==> src/hw/pvw_defines.svh <==
`ifndef PVW_DEFINES_SVH
`define PVW_DEFINES_SVH

// register byte offsets
`define PVW_OFS_CTL0     12'h100
`define PVW_OFS_BASE0    12'h104
`define PVW_OFS_BOUND0   12'h108
`define PVW_OFS_XLAT0    12'h10C
`define PVW_OFS_CTL1     12'h114
`define PVW_OFS_BASE1    12'h118
`define PVW_OFS_BOUND1   12'h11C
`define PVW_OFS_XLAT1    12'h120

// control field positions
`define PVW_EN_BIT       31
`define PVW_POSTED_WRITE_ALLOW_BIT     30
`define PVW_VDW_HI       23
`define PVW_VDW_LO       22
`define PVW_VAS_HI       18
`define PVW_VAS_LO       16
`define PVW_PGM_BIT      14
`define PVW_SUPER_BIT    12
`define PVW_VCT_BIT      8
`define PVW_LAS_BIT      0

// writable bits and reset values
`define PVW_CTL_MASK     32'hC0C7_5101
`define PVW_CTL_RST      32'h0080_0000
`define PVW_PAGE_MASK0   32'hFFFF_F000
`define PVW_PAGE_MASK1   32'hFFFF_0000
`define PVW_ADDR_RST     32'h0000_0000

// page granularity, lowest compared bit
`define PVW_GRAN0        12
`define PVW_GRAN1        16

// single-cycle address modifier codes
`define PVW_AM_A16_NP    6'h29
`define PVW_AM_A16_SUP   6'h2D
`define PVW_AM_A24_BASE  3'h7
`define PVW_AM_A32_BASE  3'h1
`define PVW_AM_CSR       6'h2F
`define PVW_AM_USER1     6'h10
`define PVW_AM_USER2     6'h18
`define PVW_AM_NONE      6'h00

`endif

==> src/hw/pvw_pkg.sv <==
package pvw_pkg;

  // far-side address space codes
  typedef enum logic [2:0] {
    PVW_A16   = 3'b000,
    PVW_A24   = 3'b001,
    PVW_A32   = 3'b010,
    PVW_RSV3  = 3'b011,
    PVW_RSV4  = 3'b100,
    PVW_CSR   = 3'b101,
    PVW_USER1 = 3'b110,
    PVW_USER2 = 3'b111
  } pvw_space_e;

  // far-side maximum data width codes
  typedef enum logic [1:0] {
    PVW_W8  = 2'b00,
    PVW_W16 = 2'b01,
    PVW_W32 = 2'b10,
    PVW_W64 = 2'b11
  } pvw_width_e;

endpackage : pvw_pkg

==> src/hw/pvw_window.sv <==
`timescale 1ns/1ps
`include "pvw_defines.svh"

module pvw_window #(
  parameter int unsigned GRAN   = 12,
  parameter bit          CSR_OK = 1'b0
) (
  input  wire logic [31:0] pci_addr,
  input  wire logic        pci_io,
  input  wire logic [31:0] ctl,
  input  wire logic [31:0] floor_addr,
  input  wire logic [31:0] limit_addr,
  input  wire logic [31:0] shift_addr,
  output logic             hit,
  output logic [31:0]      far_addr,
  output logic             blt_ok,
  output logic             mblt_ok,
  output logic             posted
);

  pvw_pkg::pvw_space_e    space;
  pvw_pkg::pvw_width_e    width;
  logic [31-GRAN:0]       page_sum;
  logic                   above;
  logic                   below;
  logic                   open_top;
  logic                   space_ok;
  logic                   wide_space;

  // field decode
  assign space      = pvw_pkg::pvw_space_e'(ctl[`PVW_VAS_HI:`PVW_VAS_LO]);
  assign width      = pvw_pkg::pvw_width_e'(ctl[`PVW_VDW_HI:`PVW_VDW_LO]);
  assign wide_space = (space == pvw_pkg::PVW_A24) || (space == pvw_pkg::PVW_A32);
  // reserved codes claim nothing; csr only where the window allows it
  assign space_ok   = (space != pvw_pkg::PVW_RSV3) && (space != pvw_pkg::PVW_RSV4) &&
                      ((space != pvw_pkg::PVW_CSR) || CSR_OK);

  // page compare, low bits below the granule never take part
  assign above    = pci_addr[31:GRAN] >= floor_addr[31:GRAN];
  assign below    = pci_addr[31:GRAN] < limit_addr[31:GRAN];
  assign open_top = limit_addr[31:GRAN] == '0;
  assign hit      = ctl[`PVW_EN_BIT] &&
                    (pci_io == ctl[`PVW_LAS_BIT]) &&
                    space_ok && above && (open_top || below);

  // translation wraps modulo 2^32 like any two's complement sum
  assign page_sum = pci_addr[31:GRAN] + shift_addr[31:GRAN];
  assign far_addr = {page_sum, pci_addr[GRAN-1:0]};

  // transfer options
  assign blt_ok  = ctl[`PVW_VCT_BIT] && wide_space &&
                   (width != pvw_pkg::PVW_W64);
  assign mblt_ok = wide_space && (width == pvw_pkg::PVW_W64);
  assign posted  = ctl[`PVW_POSTED_WRITE_ALLOW_BIT] && !ctl[`PVW_LAS_BIT];

endmodule : pvw_window

==> src/hw/pvw_top.sv <==
`timescale 1ns/1ps
`include "pvw_defines.svh"

module pvw_top (
  input  wire logic        clk,
  input  wire logic        rst,
  input  wire logic [11:0] bus_addr,
  input  wire logic [31:0] bus_wdata,
  input  wire logic        bus_wr,
  input  wire logic        bus_rd,
  output logic      [31:0] bus_rdata_q,
  input  wire logic        dec_valid,
  input  wire logic [31:0] pci_addr,
  input  wire logic        pci_io,
  output logic             dec_done_q,
  output logic             claim_q,
  output logic             win_sel_q,
  output logic      [31:0] far_addr_q,
  output logic      [5:0]  far_am_q,
  output logic      [1:0]  far_width_q,
  output logic             blt_ok_q,
  output logic             mblt_ok_q,
  output logic             posted_q
);

  localparam int NWIN = 2;

  // per-window register map and shapes
  localparam logic [11:0] OFS_CTL   [NWIN] = '{`PVW_OFS_CTL0, `PVW_OFS_CTL1};
  localparam logic [11:0] OFS_BASE  [NWIN] = '{`PVW_OFS_BASE0, `PVW_OFS_BASE1};
  localparam logic [11:0] OFS_BOUND [NWIN] = '{`PVW_OFS_BOUND0, `PVW_OFS_BOUND1};
  localparam logic [11:0] OFS_XLAT  [NWIN] = '{`PVW_OFS_XLAT0, `PVW_OFS_XLAT1};
  localparam logic [31:0] PAGE_MASK [NWIN] = '{`PVW_PAGE_MASK0, `PVW_PAGE_MASK1};

  logic [31:0]     ctl_w   [NWIN];
  logic [31:0]     base_w  [NWIN];
  logic [31:0]     bound_w [NWIN];
  logic [31:0]     xlat_w  [NWIN];
  logic [31:0]     rd_part [NWIN];
  logic [31:0]     far_w   [NWIN];
  logic [NWIN-1:0] hit_w;
  logic [NWIN-1:0] blt_w;
  logic [NWIN-1:0] mblt_w;
  logic [NWIN-1:0] post_w;
  logic [31:0]     rd_mux;
  logic            any_hit;
  logic            pick;
  logic [31:0]     sel_ctl_v;
  logic [5:0]      am_d;
  logic            claim_d;
  logic            ctl1_wr_seen_q;

  genvar w;
  for (w = 0; w < NWIN; w = w + 1) begin : g_win
    logic [31:0] ctl_q;
    logic [31:0] base_q;
    logic [31:0] bound_q;
    logic [31:0] xlat_q;
    wire         hit_ctl   = bus_addr == OFS_CTL[w];
    wire         hit_base  = bus_addr == OFS_BASE[w];
    wire         hit_bound = bus_addr == OFS_BOUND[w];
    wire         hit_xlat  = bus_addr == OFS_XLAT[w];
    wire  [31:0] page_wr   = bus_wdata & PAGE_MASK[w];

    // register storage; bits below the page size stay zero
    always_ff @(posedge clk or posedge rst) begin
      if (rst) begin
        ctl_q   <= `PVW_CTL_RST;
        base_q  <= `PVW_ADDR_RST;
        bound_q <= `PVW_ADDR_RST;
        xlat_q  <= `PVW_ADDR_RST;
      end else if (bus_wr) begin
        if (hit_ctl) begin
          ctl_q <= bus_wdata & `PVW_CTL_MASK;
        end
        if (hit_base) begin
          base_q <= page_wr;
        end
        if (hit_bound) begin
          bound_q <= page_wr;
        end
        if (hit_xlat) begin
          xlat_q <= page_wr;
        end
      end
    end

    // read contributions, reserved bits come back as zero
    assign ctl_w[w]   = ctl_q;
    assign base_w[w]  = base_q;
    assign bound_w[w] = bound_q;
    assign xlat_w[w]  = xlat_q;
    assign rd_part[w] = (hit_ctl   ? ctl_q   : 32'h0000_0000) |
                        (hit_base  ? base_q  : 32'h0000_0000) |
                        (hit_bound ? bound_q : 32'h0000_0000) |
                        (hit_xlat  ? xlat_q  : 32'h0000_0000);

    // window decoder; only window 0 may target csr space
    pvw_window #(
      .GRAN   (w == 0 ? `PVW_GRAN0 : `PVW_GRAN1),
      .CSR_OK (w == 0)
    ) u_window (
      .pci_addr   (pci_addr),
      .pci_io     (pci_io),
      .ctl        (ctl_q),
      .floor_addr (base_q),
      .limit_addr (bound_q),
      .shift_addr (xlat_q),
      .hit        (hit_w[w]),
      .far_addr   (far_w[w]),
      .blt_ok     (blt_w[w]),
      .mblt_ok    (mblt_w[w]),
      .posted     (post_w[w])
    );
  end

  // read mux; unmapped or misaligned offsets read zero
  assign rd_mux = rd_part[0] | rd_part[1];

  // read data stand only in the cycle after the strobe
  always_ff @(posedge clk or posedge rst) begin
    if (rst) begin
      bus_rdata_q <= 32'h0000_0000;
    end else begin
      bus_rdata_q <= bus_rd ? rd_mux : 32'h0000_0000;
    end
  end

  // address modifier for a single cycle of the claiming window
  function automatic logic [5:0] am_code(input logic [31:0] ctl);
    pvw_pkg::pvw_space_e sp;
    logic                pg;
    logic                su;
    logic [1:0]          kind;
    sp   = pvw_pkg::pvw_space_e'(ctl[`PVW_VAS_HI:`PVW_VAS_LO]);
    pg   = ctl[`PVW_PGM_BIT];
    su   = ctl[`PVW_SUPER_BIT];
    kind = pg ? 2'h2 : 2'h1;
    case (sp)
      pvw_pkg::PVW_A16:   am_code = su ? `PVW_AM_A16_SUP : `PVW_AM_A16_NP;
      pvw_pkg::PVW_A24:   am_code = {`PVW_AM_A24_BASE, su, kind};
      pvw_pkg::PVW_A32:   am_code = {`PVW_AM_A32_BASE, su, kind};
      pvw_pkg::PVW_CSR:   am_code = `PVW_AM_CSR;
      pvw_pkg::PVW_USER1: am_code = `PVW_AM_USER1;
      pvw_pkg::PVW_USER2: am_code = `PVW_AM_USER2;
      default:            am_code = `PVW_AM_NONE;
    endcase
  endfunction : am_code

  // window 0 wins an overlap so firmware can punch holes in window 1
  assign any_hit   = |hit_w;
  assign pick      = !hit_w[0];
  assign sel_ctl_v = pick ? ctl_w[1] : ctl_w[0];
  assign claim_d   = dec_valid && any_hit;
  assign am_d      = am_code(sel_ctl_v);

  // decode result, one cycle after the request; zero on a miss
  always_ff @(posedge clk or posedge rst) begin
    if (rst) begin
      dec_done_q  <= 1'b0;
      claim_q     <= 1'b0;
      win_sel_q   <= 1'b0;
      far_addr_q  <= 32'h0000_0000;
      far_am_q    <= 6'h00;
      far_width_q <= 2'h0;
      blt_ok_q    <= 1'b0;
      mblt_ok_q   <= 1'b0;
      posted_q    <= 1'b0;
    end else begin
      dec_done_q  <= dec_valid;
      claim_q     <= claim_d;
      win_sel_q   <= claim_d && pick;
      far_addr_q  <= claim_d ? far_w[pick] : 32'h0000_0000;
      far_am_q    <= claim_d ? am_d : 6'h00;
      far_width_q <= claim_d ? sel_ctl_v[`PVW_VDW_HI:`PVW_VDW_LO] : 2'h0;
      blt_ok_q    <= claim_d && blt_w[pick];
      mblt_ok_q   <= claim_d && mblt_w[pick];
      posted_q    <= claim_d && post_w[pick];
    end
  end

  // helper for the reset check: set once window 1 control is written
  always_ff @(posedge clk or posedge rst) begin
    if (rst) begin
      ctl1_wr_seen_q <= 1'b0;
    end else if (bus_wr && (bus_addr == `PVW_OFS_CTL1)) begin
      ctl1_wr_seen_q <= 1'b1;
    end
  end

  // checks of the decode result against the request a cycle earlier
  a_claim_floor: assert property (
    @(posedge clk) disable iff (rst)
    claim_q && !win_sel_q |-> $past(pci_addr[31:12]) >= $past(base_w[0][31:12]))
    else $error("window 0 claimed below its floor");

  a_claim_limit: assert property (
    @(posedge clk) disable iff (rst)
    claim_q && win_sel_q && ($past(bound_w[1][31:16]) != 16'h0000)
    |-> $past(pci_addr[31:16]) < $past(bound_w[1][31:16]))
    else $error("window 1 claimed at or above its limit");

  a_open_limit: assert property (
    @(posedge clk) disable iff (rst)
    dec_valid && ctl_w[1][`PVW_EN_BIT] && (ctl_w[1][`PVW_VAS_HI:`PVW_VAS_LO] == 3'b010) &&
    (pci_io == ctl_w[1][`PVW_LAS_BIT]) && (bound_w[1] == 32'h0000_0000) &&
    (pci_addr[31:16] >= base_w[1][31:16]) |=> claim_q)
    else $error("open window missed an address above its floor");

  a_xlat_win0: assert property (
    @(posedge clk) disable iff (rst)
    claim_q && !win_sel_q
    |-> far_addr_q == {$past(pci_addr[31:12] + xlat_w[0][31:12]), $past(pci_addr[11:0])})
    else $error("window 0 translation wrong");

  a_xlat_win1: assert property (
    @(posedge clk) disable iff (rst)
    claim_q && win_sel_q
    |-> far_addr_q == {$past(pci_addr[31:16] + xlat_w[1][31:16]), $past(pci_addr[15:0])})
    else $error("window 1 translation wrong");

  a_blt_gate: assert property (
    @(posedge clk) disable iff (rst)
    blt_ok_q |-> $past(sel_ctl_v[`PVW_VCT_BIT]) && (far_width_q != 2'b11) && !mblt_ok_q)
    else $error("block transfer allowed without its conditions");

  a_mblt_wide: assert property (
    @(posedge clk) disable iff (rst)
    claim_q && (far_width_q == 2'b11) && ($past(sel_ctl_v[`PVW_VAS_HI:`PVW_VAS_LO]) == 3'b001)
    |-> mblt_ok_q)
    else $error("wide A24 window without multiplexed block option");

  a_io_coupled: assert property (
    @(posedge clk) disable iff (rst)
    claim_q && $past(pci_io) |-> !posted_q)
    else $error("io access marked as posted");

  a_space_match: assert property (
    @(posedge clk) disable iff (rst)
    claim_q |-> $past(pci_io) == $past(sel_ctl_v[`PVW_LAS_BIT]))
    else $error("claim in the wrong pci space");

  a_width_reset: assert property (
    @(posedge clk) disable iff (rst)
    !ctl1_wr_seen_q |-> ctl_w[1][`PVW_VDW_HI:`PVW_VDW_LO] == 2'b10)
    else $error("width field not at its reset code");

  a_am_a32: assert property (
    @(posedge clk) disable iff (rst)
    claim_q && ($past(sel_ctl_v[`PVW_VAS_HI:`PVW_VAS_LO]) == 3'b010)
    |-> far_am_q == {3'b001, $past(sel_ctl_v[`PVW_SUPER_BIT]),
                     $past(sel_ctl_v[`PVW_PGM_BIT]), !$past(sel_ctl_v[`PVW_PGM_BIT])})
    else $error("A32 address modifier wrong");

  a_disabled_win: assert property (
    @(posedge clk) disable iff (rst)
    claim_q |-> (win_sel_q ? $past(ctl_w[1][`PVW_EN_BIT]) : $past(ctl_w[0][`PVW_EN_BIT])))
    else $error("disabled window claimed");

  // a miss must leave nothing behind for the far side to act on
  a_miss_quiet: assert property (
    @(posedge clk) disable iff (rst)
    !claim_q |-> (far_addr_q == 32'h0000_0000) && (far_am_q == 6'h00) && (far_width_q == 2'h0) &&
                 !win_sel_q && !blt_ok_q && !mblt_ok_q && !posted_q)
    else $error("result fields set without a claim");

  a_floor_win1: assert property (
    @(posedge clk) disable iff (rst)
    claim_q && win_sel_q |-> $past(pci_addr[31:16]) >= $past(base_w[1][31:16]))
    else $error("window 1 claimed below its floor");

  a_limit_win0: assert property (
    @(posedge clk) disable iff (rst)
    claim_q && !win_sel_q && ($past(bound_w[0][31:12]) != 20'h00000)
    |-> $past(pci_addr[31:12]) < $past(bound_w[0][31:12]))
    else $error("window 0 claimed at or above its limit");

  a_mblt_width: assert property (
    @(posedge clk) disable iff (rst)
    mblt_ok_q |-> claim_q && (far_width_q == 2'b11) && !blt_ok_q)
    else $error("multiplexed blocks without a 64-bit window");

  // reserved codes never claim; the csr code only counts on window 0
  a_space_legal: assert property (
    @(posedge clk) disable iff (rst)
    claim_q |-> ($past(sel_ctl_v[`PVW_VAS_HI:`PVW_VAS_LO]) != 3'b011) &&
                ($past(sel_ctl_v[`PVW_VAS_HI:`PVW_VAS_LO]) != 3'b100) &&
                !(win_sel_q && ($past(sel_ctl_v[`PVW_VAS_HI:`PVW_VAS_LO]) == 3'b101)))
    else $error("claim through a reserved space code");

endmodule : pvw_top

==> config.mk <==
export PLATFORM = sky130hd
export DESIGN_NAME = pvw_top
export DESIGN_NICKNAME = d
export VERILOG_FILES = /design/src/hw/pvw_pkg.sv /design/src/hw/pvw_window.sv /design/src/hw/pvw_top.sv
export VERILOG_INCLUDE_DIRS = /design/src /design/src/hw
export SDC_FILE = /design/constraint.sdc
export NUM_CORES = 1
export LEC_CHECK = 0
export BUFFER_PORTS_ARGS = -buffer_cell sky130_fd_sc_hd__buf_2
export CORE_MARGIN = 3
export CORE_UTILIZATION = 32
export DETAILED_ROUTE_END_ITERATION = 16
export GPL_TIMING_DRIVEN = 0
export HOLD_SLACK_MARGIN = 0.05
export SLEW_MARGIN = 20
export SYNTH_ARGS = -nofsm -noshare
export SYNTH_HDL_FRONTEND = slang
export SYNTH_HIERARCHICAL = 1
export SYNTH_SLANG_ARGS = --single-unit
export TNS_END_PERCENT = 50
==> constraint.sdc <==
create_clock -name clk -period 9.54 [get_ports clk]
set_input_delay 0.954 -clock clk [delete_from_list [all_inputs] [get_ports clk]]
set_output_delay 0.954 -clock clk [all_outputs]
set_load 0.02 [all_outputs]
# == After elaboration in Yosys (flattened, before gate mapping) ==
# Cells that the tools add are included.
# totals
register_bits,208
in_bits,82
out_inout_bits,78
elab_cells,130
# op_classes
add_sub_neg,2
order_cmp,6
n_eq_ne,28
n_mux,25
bitwise,8
reduce_logical,43
# op_table
op,n
$mux 32,13
$or 32x32->32,7
$eq 12x9->1 const B,8
$pmux 6 s6,1
$logic_and 1x1->1,24
$mux 24,1
$add 20x20->20,1
$ge 20x20->1,1
$logic_not 20->1,1
$lt 20x20->1,1
$add 16x16->16,1
$ge 16x16->1,1
$logic_not 16->1,1
$lt 16x16->1,1
$reduce_and 2->1,8
$eq 3x1->1 const B,3
$eq 3x2->1 const B,3
$eq 3x3->1 const B,3
$ne 3x3->1 const B,3
$mux 1,6
$mux 6,1
$ne 3x2->1 const B,2
$eq 2x2->1 const B,2
$logic_or 1x1->1,4
other kinds (10),15

# == Longest topological paths before layout ==
# depth
word_depth,11
mapped_depth,14
ltp_nobuf,13

# == Modules after synthesis ==
# The synthesis kept the hierarchy.
# modules_own_cells
mod,instances,cells_each,area_each_um2,seq_area_each_um2
pvw_top,1,608,8463.1,4957.3
pvw_window at g_win[0].u_window,1,277,2075.7,0.0
pvw_window at g_win[1].u_window,1,237,1689.1,0.0

# == Worst setup path after synthesis ==
# No wires, ideal clock.
# synth_timing
path_kind,input to register
startpoint,in pci_addr[21]
endpoint,reg far_am_q[0]
arrival_time_ns,3.527
required_time_ns,9.446
slack_ns,5.919
path_stages,12
path_buffers,1
path_cell_list,ha_1 -> a21o_1 -> a21o_1 -> a221o_1 -> a31oi_1 -> o31ai_1 -> a211oi_1 -> clkbuf_1 -> mux2i_1 -> inv_1 -> a21o_1 -> a211oi_1
# synth_between
elab_chain_len,7
word_cells_on_any_way,22
cone_classes,order compare: 4; eq/ne: 5; mux: 4; reduce/logical: 9
# synth_rtl
element,line_no,rtl
"start, declared",pvw_top.sv:13,"input wire logic [31:0] pci_addr,"
$ge 20x20->1 / $lt 20x20->1 (equally long branches),"pvw_window.sv:39, pvw_window.sv:40",
$logic_and 1x1->1 / $logic_or 1x1->1 (equally long branches),"pvw_window.sv:42, pvw_window.sv:44",
$logic_and 1x1->1 (*),pvw_window.sv:42,assign hit = ctl[`PVW_EN_BIT] &&
net hit_w[0],pvw_top.sv:41,logic [NWIN-1:0] hit_w;
$mux 24,pvw_top.sv:153,assign sel_ctl_v = pick ? ctl_w[1] : ctl_w[0];
$eq 3x3->1 (tied with other cells),pvw_top.sv:139,case (sp)
$pmux 6 s6,pvw_top.sv:139,
$mux 6 (*),pvw_top.sv:174,far_am_q <= claim_d ? am_d : 6'h00;
"end signal, assigned",pvw_top.sv:174,
"end, declared",pvw_top.sv:19,"output logic [5:0] far_am_q,"
# The timed path passes the listed nets; every way through them passes the cells marked *.
# A chain may end at the register's enable or synchronous reset.

# == Worst setup path in the final report ==
# layout_timing
startpoint,in pci_addr[21]
endpoint,reg far_addr_q[29]
# layout_between
elab_chain_len,9
word_cells_on_any_way,20
cone_classes,add/sub: 2; order compare: 4; mux: 4; bitwise: 1; reduce/logical: 9
# layout_rtl
element,line_no,rtl
$ge 20x20->1 / $lt 20x20->1 (equally long branches),"pvw_window.sv:39, pvw_window.sv:40",
$logic_and 1x1->1 / $logic_or 1x1->1 (equally long branches),"pvw_window.sv:42, pvw_window.sv:44",
$logic_and 1x1->1 (*),pvw_window.sv:42,
net hit_w[0],pvw_top.sv:41,
$logic_not 1->1,pvw_top.sv:152,assign pick = !hit_w[0];
$not 1->2 (implied by the code),pvw_top.sv:173,far_addr_q <= claim_d ? far_w[pick] : 32'h0000_0000;
$mux 32 (implied by the code) (3 in a row),pvw_top.sv:173,
$mux 32 (*),pvw_top.sv:173,
"end signal, assigned",pvw_top.sv:173,
"end, declared",pvw_top.sv:18,"output logic [31:0] far_addr_q,"
# The timed path passes the listed nets; every way through them passes the cells marked *. The select of a mux whose other input is x is not followed.

==> impl_results.md <==
- Overall die width: 201 µm
- R2r setup slk: around 5.3 ns
- CP Buf/Inv Count: 3
- Setup Total Neg Slack: 0 ns
- Initial drt markers: 644
- Tightest Pin Transition: slightly below 1 ns
- Final Hold Slack: approximately 0.53 ns
- Max-slew headroom at the worst pin: 0.340
- Via density per instance: between 5 and 6
- Maximum Capacitance Violations: 0
- Number of failing hold endpoints at the final stage: 0
- Critical Path Fanout Max: 10
- Master of the slowest instance on the critical path: clkbuf_1
- Area added between synthesis and finish: 16.1%
- Antenna cell count: 0
- Period utilisation layout: 0.466
- Maximum count of clock buffers along a single path: 2
- Total number of cells along the worst setup path: 12
- Storage element area: 4960 µm²
- Hold buffers post-CTS: 0
- Count of instances resized after the clock tree is built: 0
- Clk sinks: just under 200
- Most used cells in the layout excluding fill and tap cells: dfrtp_1, mux2_2, buf_2, ha_1, nor2_1
- PwrDens: between 100 and 150 nW/µm²
- Share of final-layout standard cells stronger than drive strength 1: 0.303
- Prevailing post-synth register cell: dfrtp_1
- FILL cells: about 3700
- RSZ-0062 raised after global routing: false
- Standard cell core area: 37100 µm²
- Unique cell type count in the Yosys netlist: between 70 and 80
- Effective utilization at floorplan: 0.329
- Critical setup path kind: in2reg
- Area of all placed cells without fillers: between 10000 and 15000 µm²
- Number of buffers inserted by post-CTS setup repair: 0
- Number of buffer cells added on primary ports: between 100 and 150
- Io pins: 160
- Sequential element share of the synthesized area: 0.405
- Status: finished clean
- Clock skew: around 0.014 ns
- Area of the multi-input gates: approximately 6500 µm²
- Post-synthesis sequential element count: 198
- Reg2Reg Capture Point: far_addr_q[29]
- Post-DP Area: 13600 µm²
- CP Cell Sequence: buf_2 > ha_1 > a21o_1 > a21o_1 > a221o_1 > a31oi_1 > o31ai_1 > a211oi_1 > clkbuf_1 > clkbuf_1 > mux2i_1 > nor2_1
- Placer's final routability congestion estimate: ~0.90
- Largest net degree at the start of global routing: between 70 and 80
- First-pass iteration count of the detailed router: 8
- Number of placement rows: 70
- Detailed-route wire length: between 30000 and 40000 µm
- Nature of the critical path endpoint: register
- Highest clock frequency the design can meet: roughly 230 MHz
- Clock tree from TritonCTS: yes
- Leak pwr: 0.00680 µW
- Die Footprint: between 40000 and 50000 µm²
- Synth Area per Inst: about 11 µm²
- GRT overflow: 0
- Wire length of the first global-routing pass: roughly 57000 µm
- Vias in the first global route: ~9300
- Die Y-Extent: around 200 µm
- Post-layout minimum cycle time: 4.44 ns
- Number of warnings issued by yosys: 6
- CP Capture Point: far_addr_q[29]
- Vias after detailed routing: 9409
- Worst r2r path cells: 12
- Post-detailed-route wirelength per cell: around 21 µm
- Worst r2r src: g_win[0].bound_q[21]
- Category of cells accounting for the largest share of critical-path delay: buffers and inverters
- Clock latency of the later-clocked register in the worst-skew pair: 0.46 ns
- TritonCTS buffer count: 17
- Most common cell after layout, fill and taps aside: dfrtp_1
- Share of synthesized flip-flops with an asynchronous set or reset: 1.00
- Hold crit path type: reg2reg
- Post-synthesis cell count: about 1100
- Worst EP arrival: roughly 4.8 ns
- Critical path required time: between 9 and 10 ns
- Critical Path Start: pci_addr[21]
- Overall Global Routing Usage: 0.183
- Number of synthesized flops with an enable pin: 0
- Initial antenna violation count: 0
- Maximum vdd ir drop: roughly 0.12 mV
- Final Max Tran Viols: 0
- Drt drc: 0
- Total standard cell area after synthesis: 12200 µm²
- Max stage delay on crit path: 0.80 ns
- H-tree levels: 4
- Clk root buf: clkbuf_16
- Number of failing setup endpoints in the final timing report: 0
- Origin of the worst min-delay path: g_win[0].ctl_q[30]
- Remaining number of nets flagged by the antenna check after routing: 0
- Detailed placement HPWL: 28800 µm
- Kind of start point of the critical path: input pin
- Total number of nets in the final design: 1468
- Clock slew at the register clock pins of the worst setup and hold paths: about 0.080 ns
worst reg2reg max path: cells and delay by family (launching register included):
kind            cells  cell delay [ns]
flops               1             0.41
buf+inv             3             1.51
mux                 1             0.37
simple gates        1             0.06
compound gates      6             1.43
fa+ha+maj           1             0.28
Yosys cell counts (13+ instances only):
master / instances / area share
o21ai_0: 16 / 0.0065
nor3_1: 19 / 0.0078
nand2_1: 41 / 0.013
a21oi_1: 52 / 0.021
dfrtp_1: 196 / 0.40
ha_1: 104 / 0.11
buf_4: 41 / 0.025
buf_2: 13 / 0.0053
xnor2_1: 26 / 0.019
nand4_1: 13 / 0.0067
mux2_2: 144 / 0.13
clkbuf_1: 15 / 0.0046
nor2_1: 83 / 0.025
mux2i_1: 47 / 0.038
a21o_1: 34 / 0.021
inv_1: 82 / 0.025
cell families after synthesis:
group / Yosys count / share of synthesized area
compound gates: 195 / 0.111
fa+ha+maj: 106 / 0.110
flops: 198 / 0.405
other cells: 1 / 0.000307
buf+inv: 157 / 0.0640
simple gates: 226 / 0.0924
xor+xnor: 36 / 0.0258
mux: 203 / 0.191
power breakdown:
group          switching (µW)  internal, µW
registers                3.01           841
clock network             377           374
logic                     106          65.9
layout make-up:
class                           instances  area share
Sequential cell                       198       0.349
Multi-Input combinational cell        776       0.460
Inverter                               82      0.0222
Buffer                                 75      0.0334
Clock inverter                         14      0.0115
Clock buffer                           18      0.0302
Tap cell                              504      0.0444
Timing Repair Buffer                  130      0.0492
layer usage:
metal,share of wire,global-route usage,up-vias
li1,-,-,4354
met1,0.45,0.252,4727
met2,0.47,0.298,282
met3,0.055,0.0330,46
met4,0.021,0.0516,0
met5,0,0,-
state kept, by name, summed over array words and instances (netlist names):
signal and flops:
far_width_q 2, claim_q 1, bus_rdata_q 22, far_addr_q 32, g_win.ctl_q 22, blt_ok_q 1, far_am_q 6, g_win.base_q 36
posted_q 1, g_win.bound_q 36, dec_done_q 1, g_win.xlat_q 36, mblt_ok_q 1, win_sel_q 1
how the worst min path moves through the flow:
stage          slack [ns]                 end  cells past startpoint
2_1_floorplan        0.48  g_win[1].ctl_q[31]                      1
3_3_place_gp         0.51  g_win[1].ctl_q[31]                      1
3_5_place_dp         0.52  g_win[0].ctl_q[30]                      1
4_1_cts              0.54  g_win[0].ctl_q[30]                      1
5_1_grt              0.55  g_win[0].ctl_q[30]                      1
6_report             0.53  g_win[0].ctl_q[30]                      1
through the flow:
step	instances	util	power [µW]	setup slack [ns]
finish	1797	0.382	1770	5.10
global route	1797	0.382	1830	4.94
CTS	1797	0.382	1780	5.13
detailed placement	1765	0.366	1030	4.65
global placement	1762	0.364	1020	0.704
floorplan	1131	-	963	3.19
Note: power is estimated with default switching activity, not from simulation.
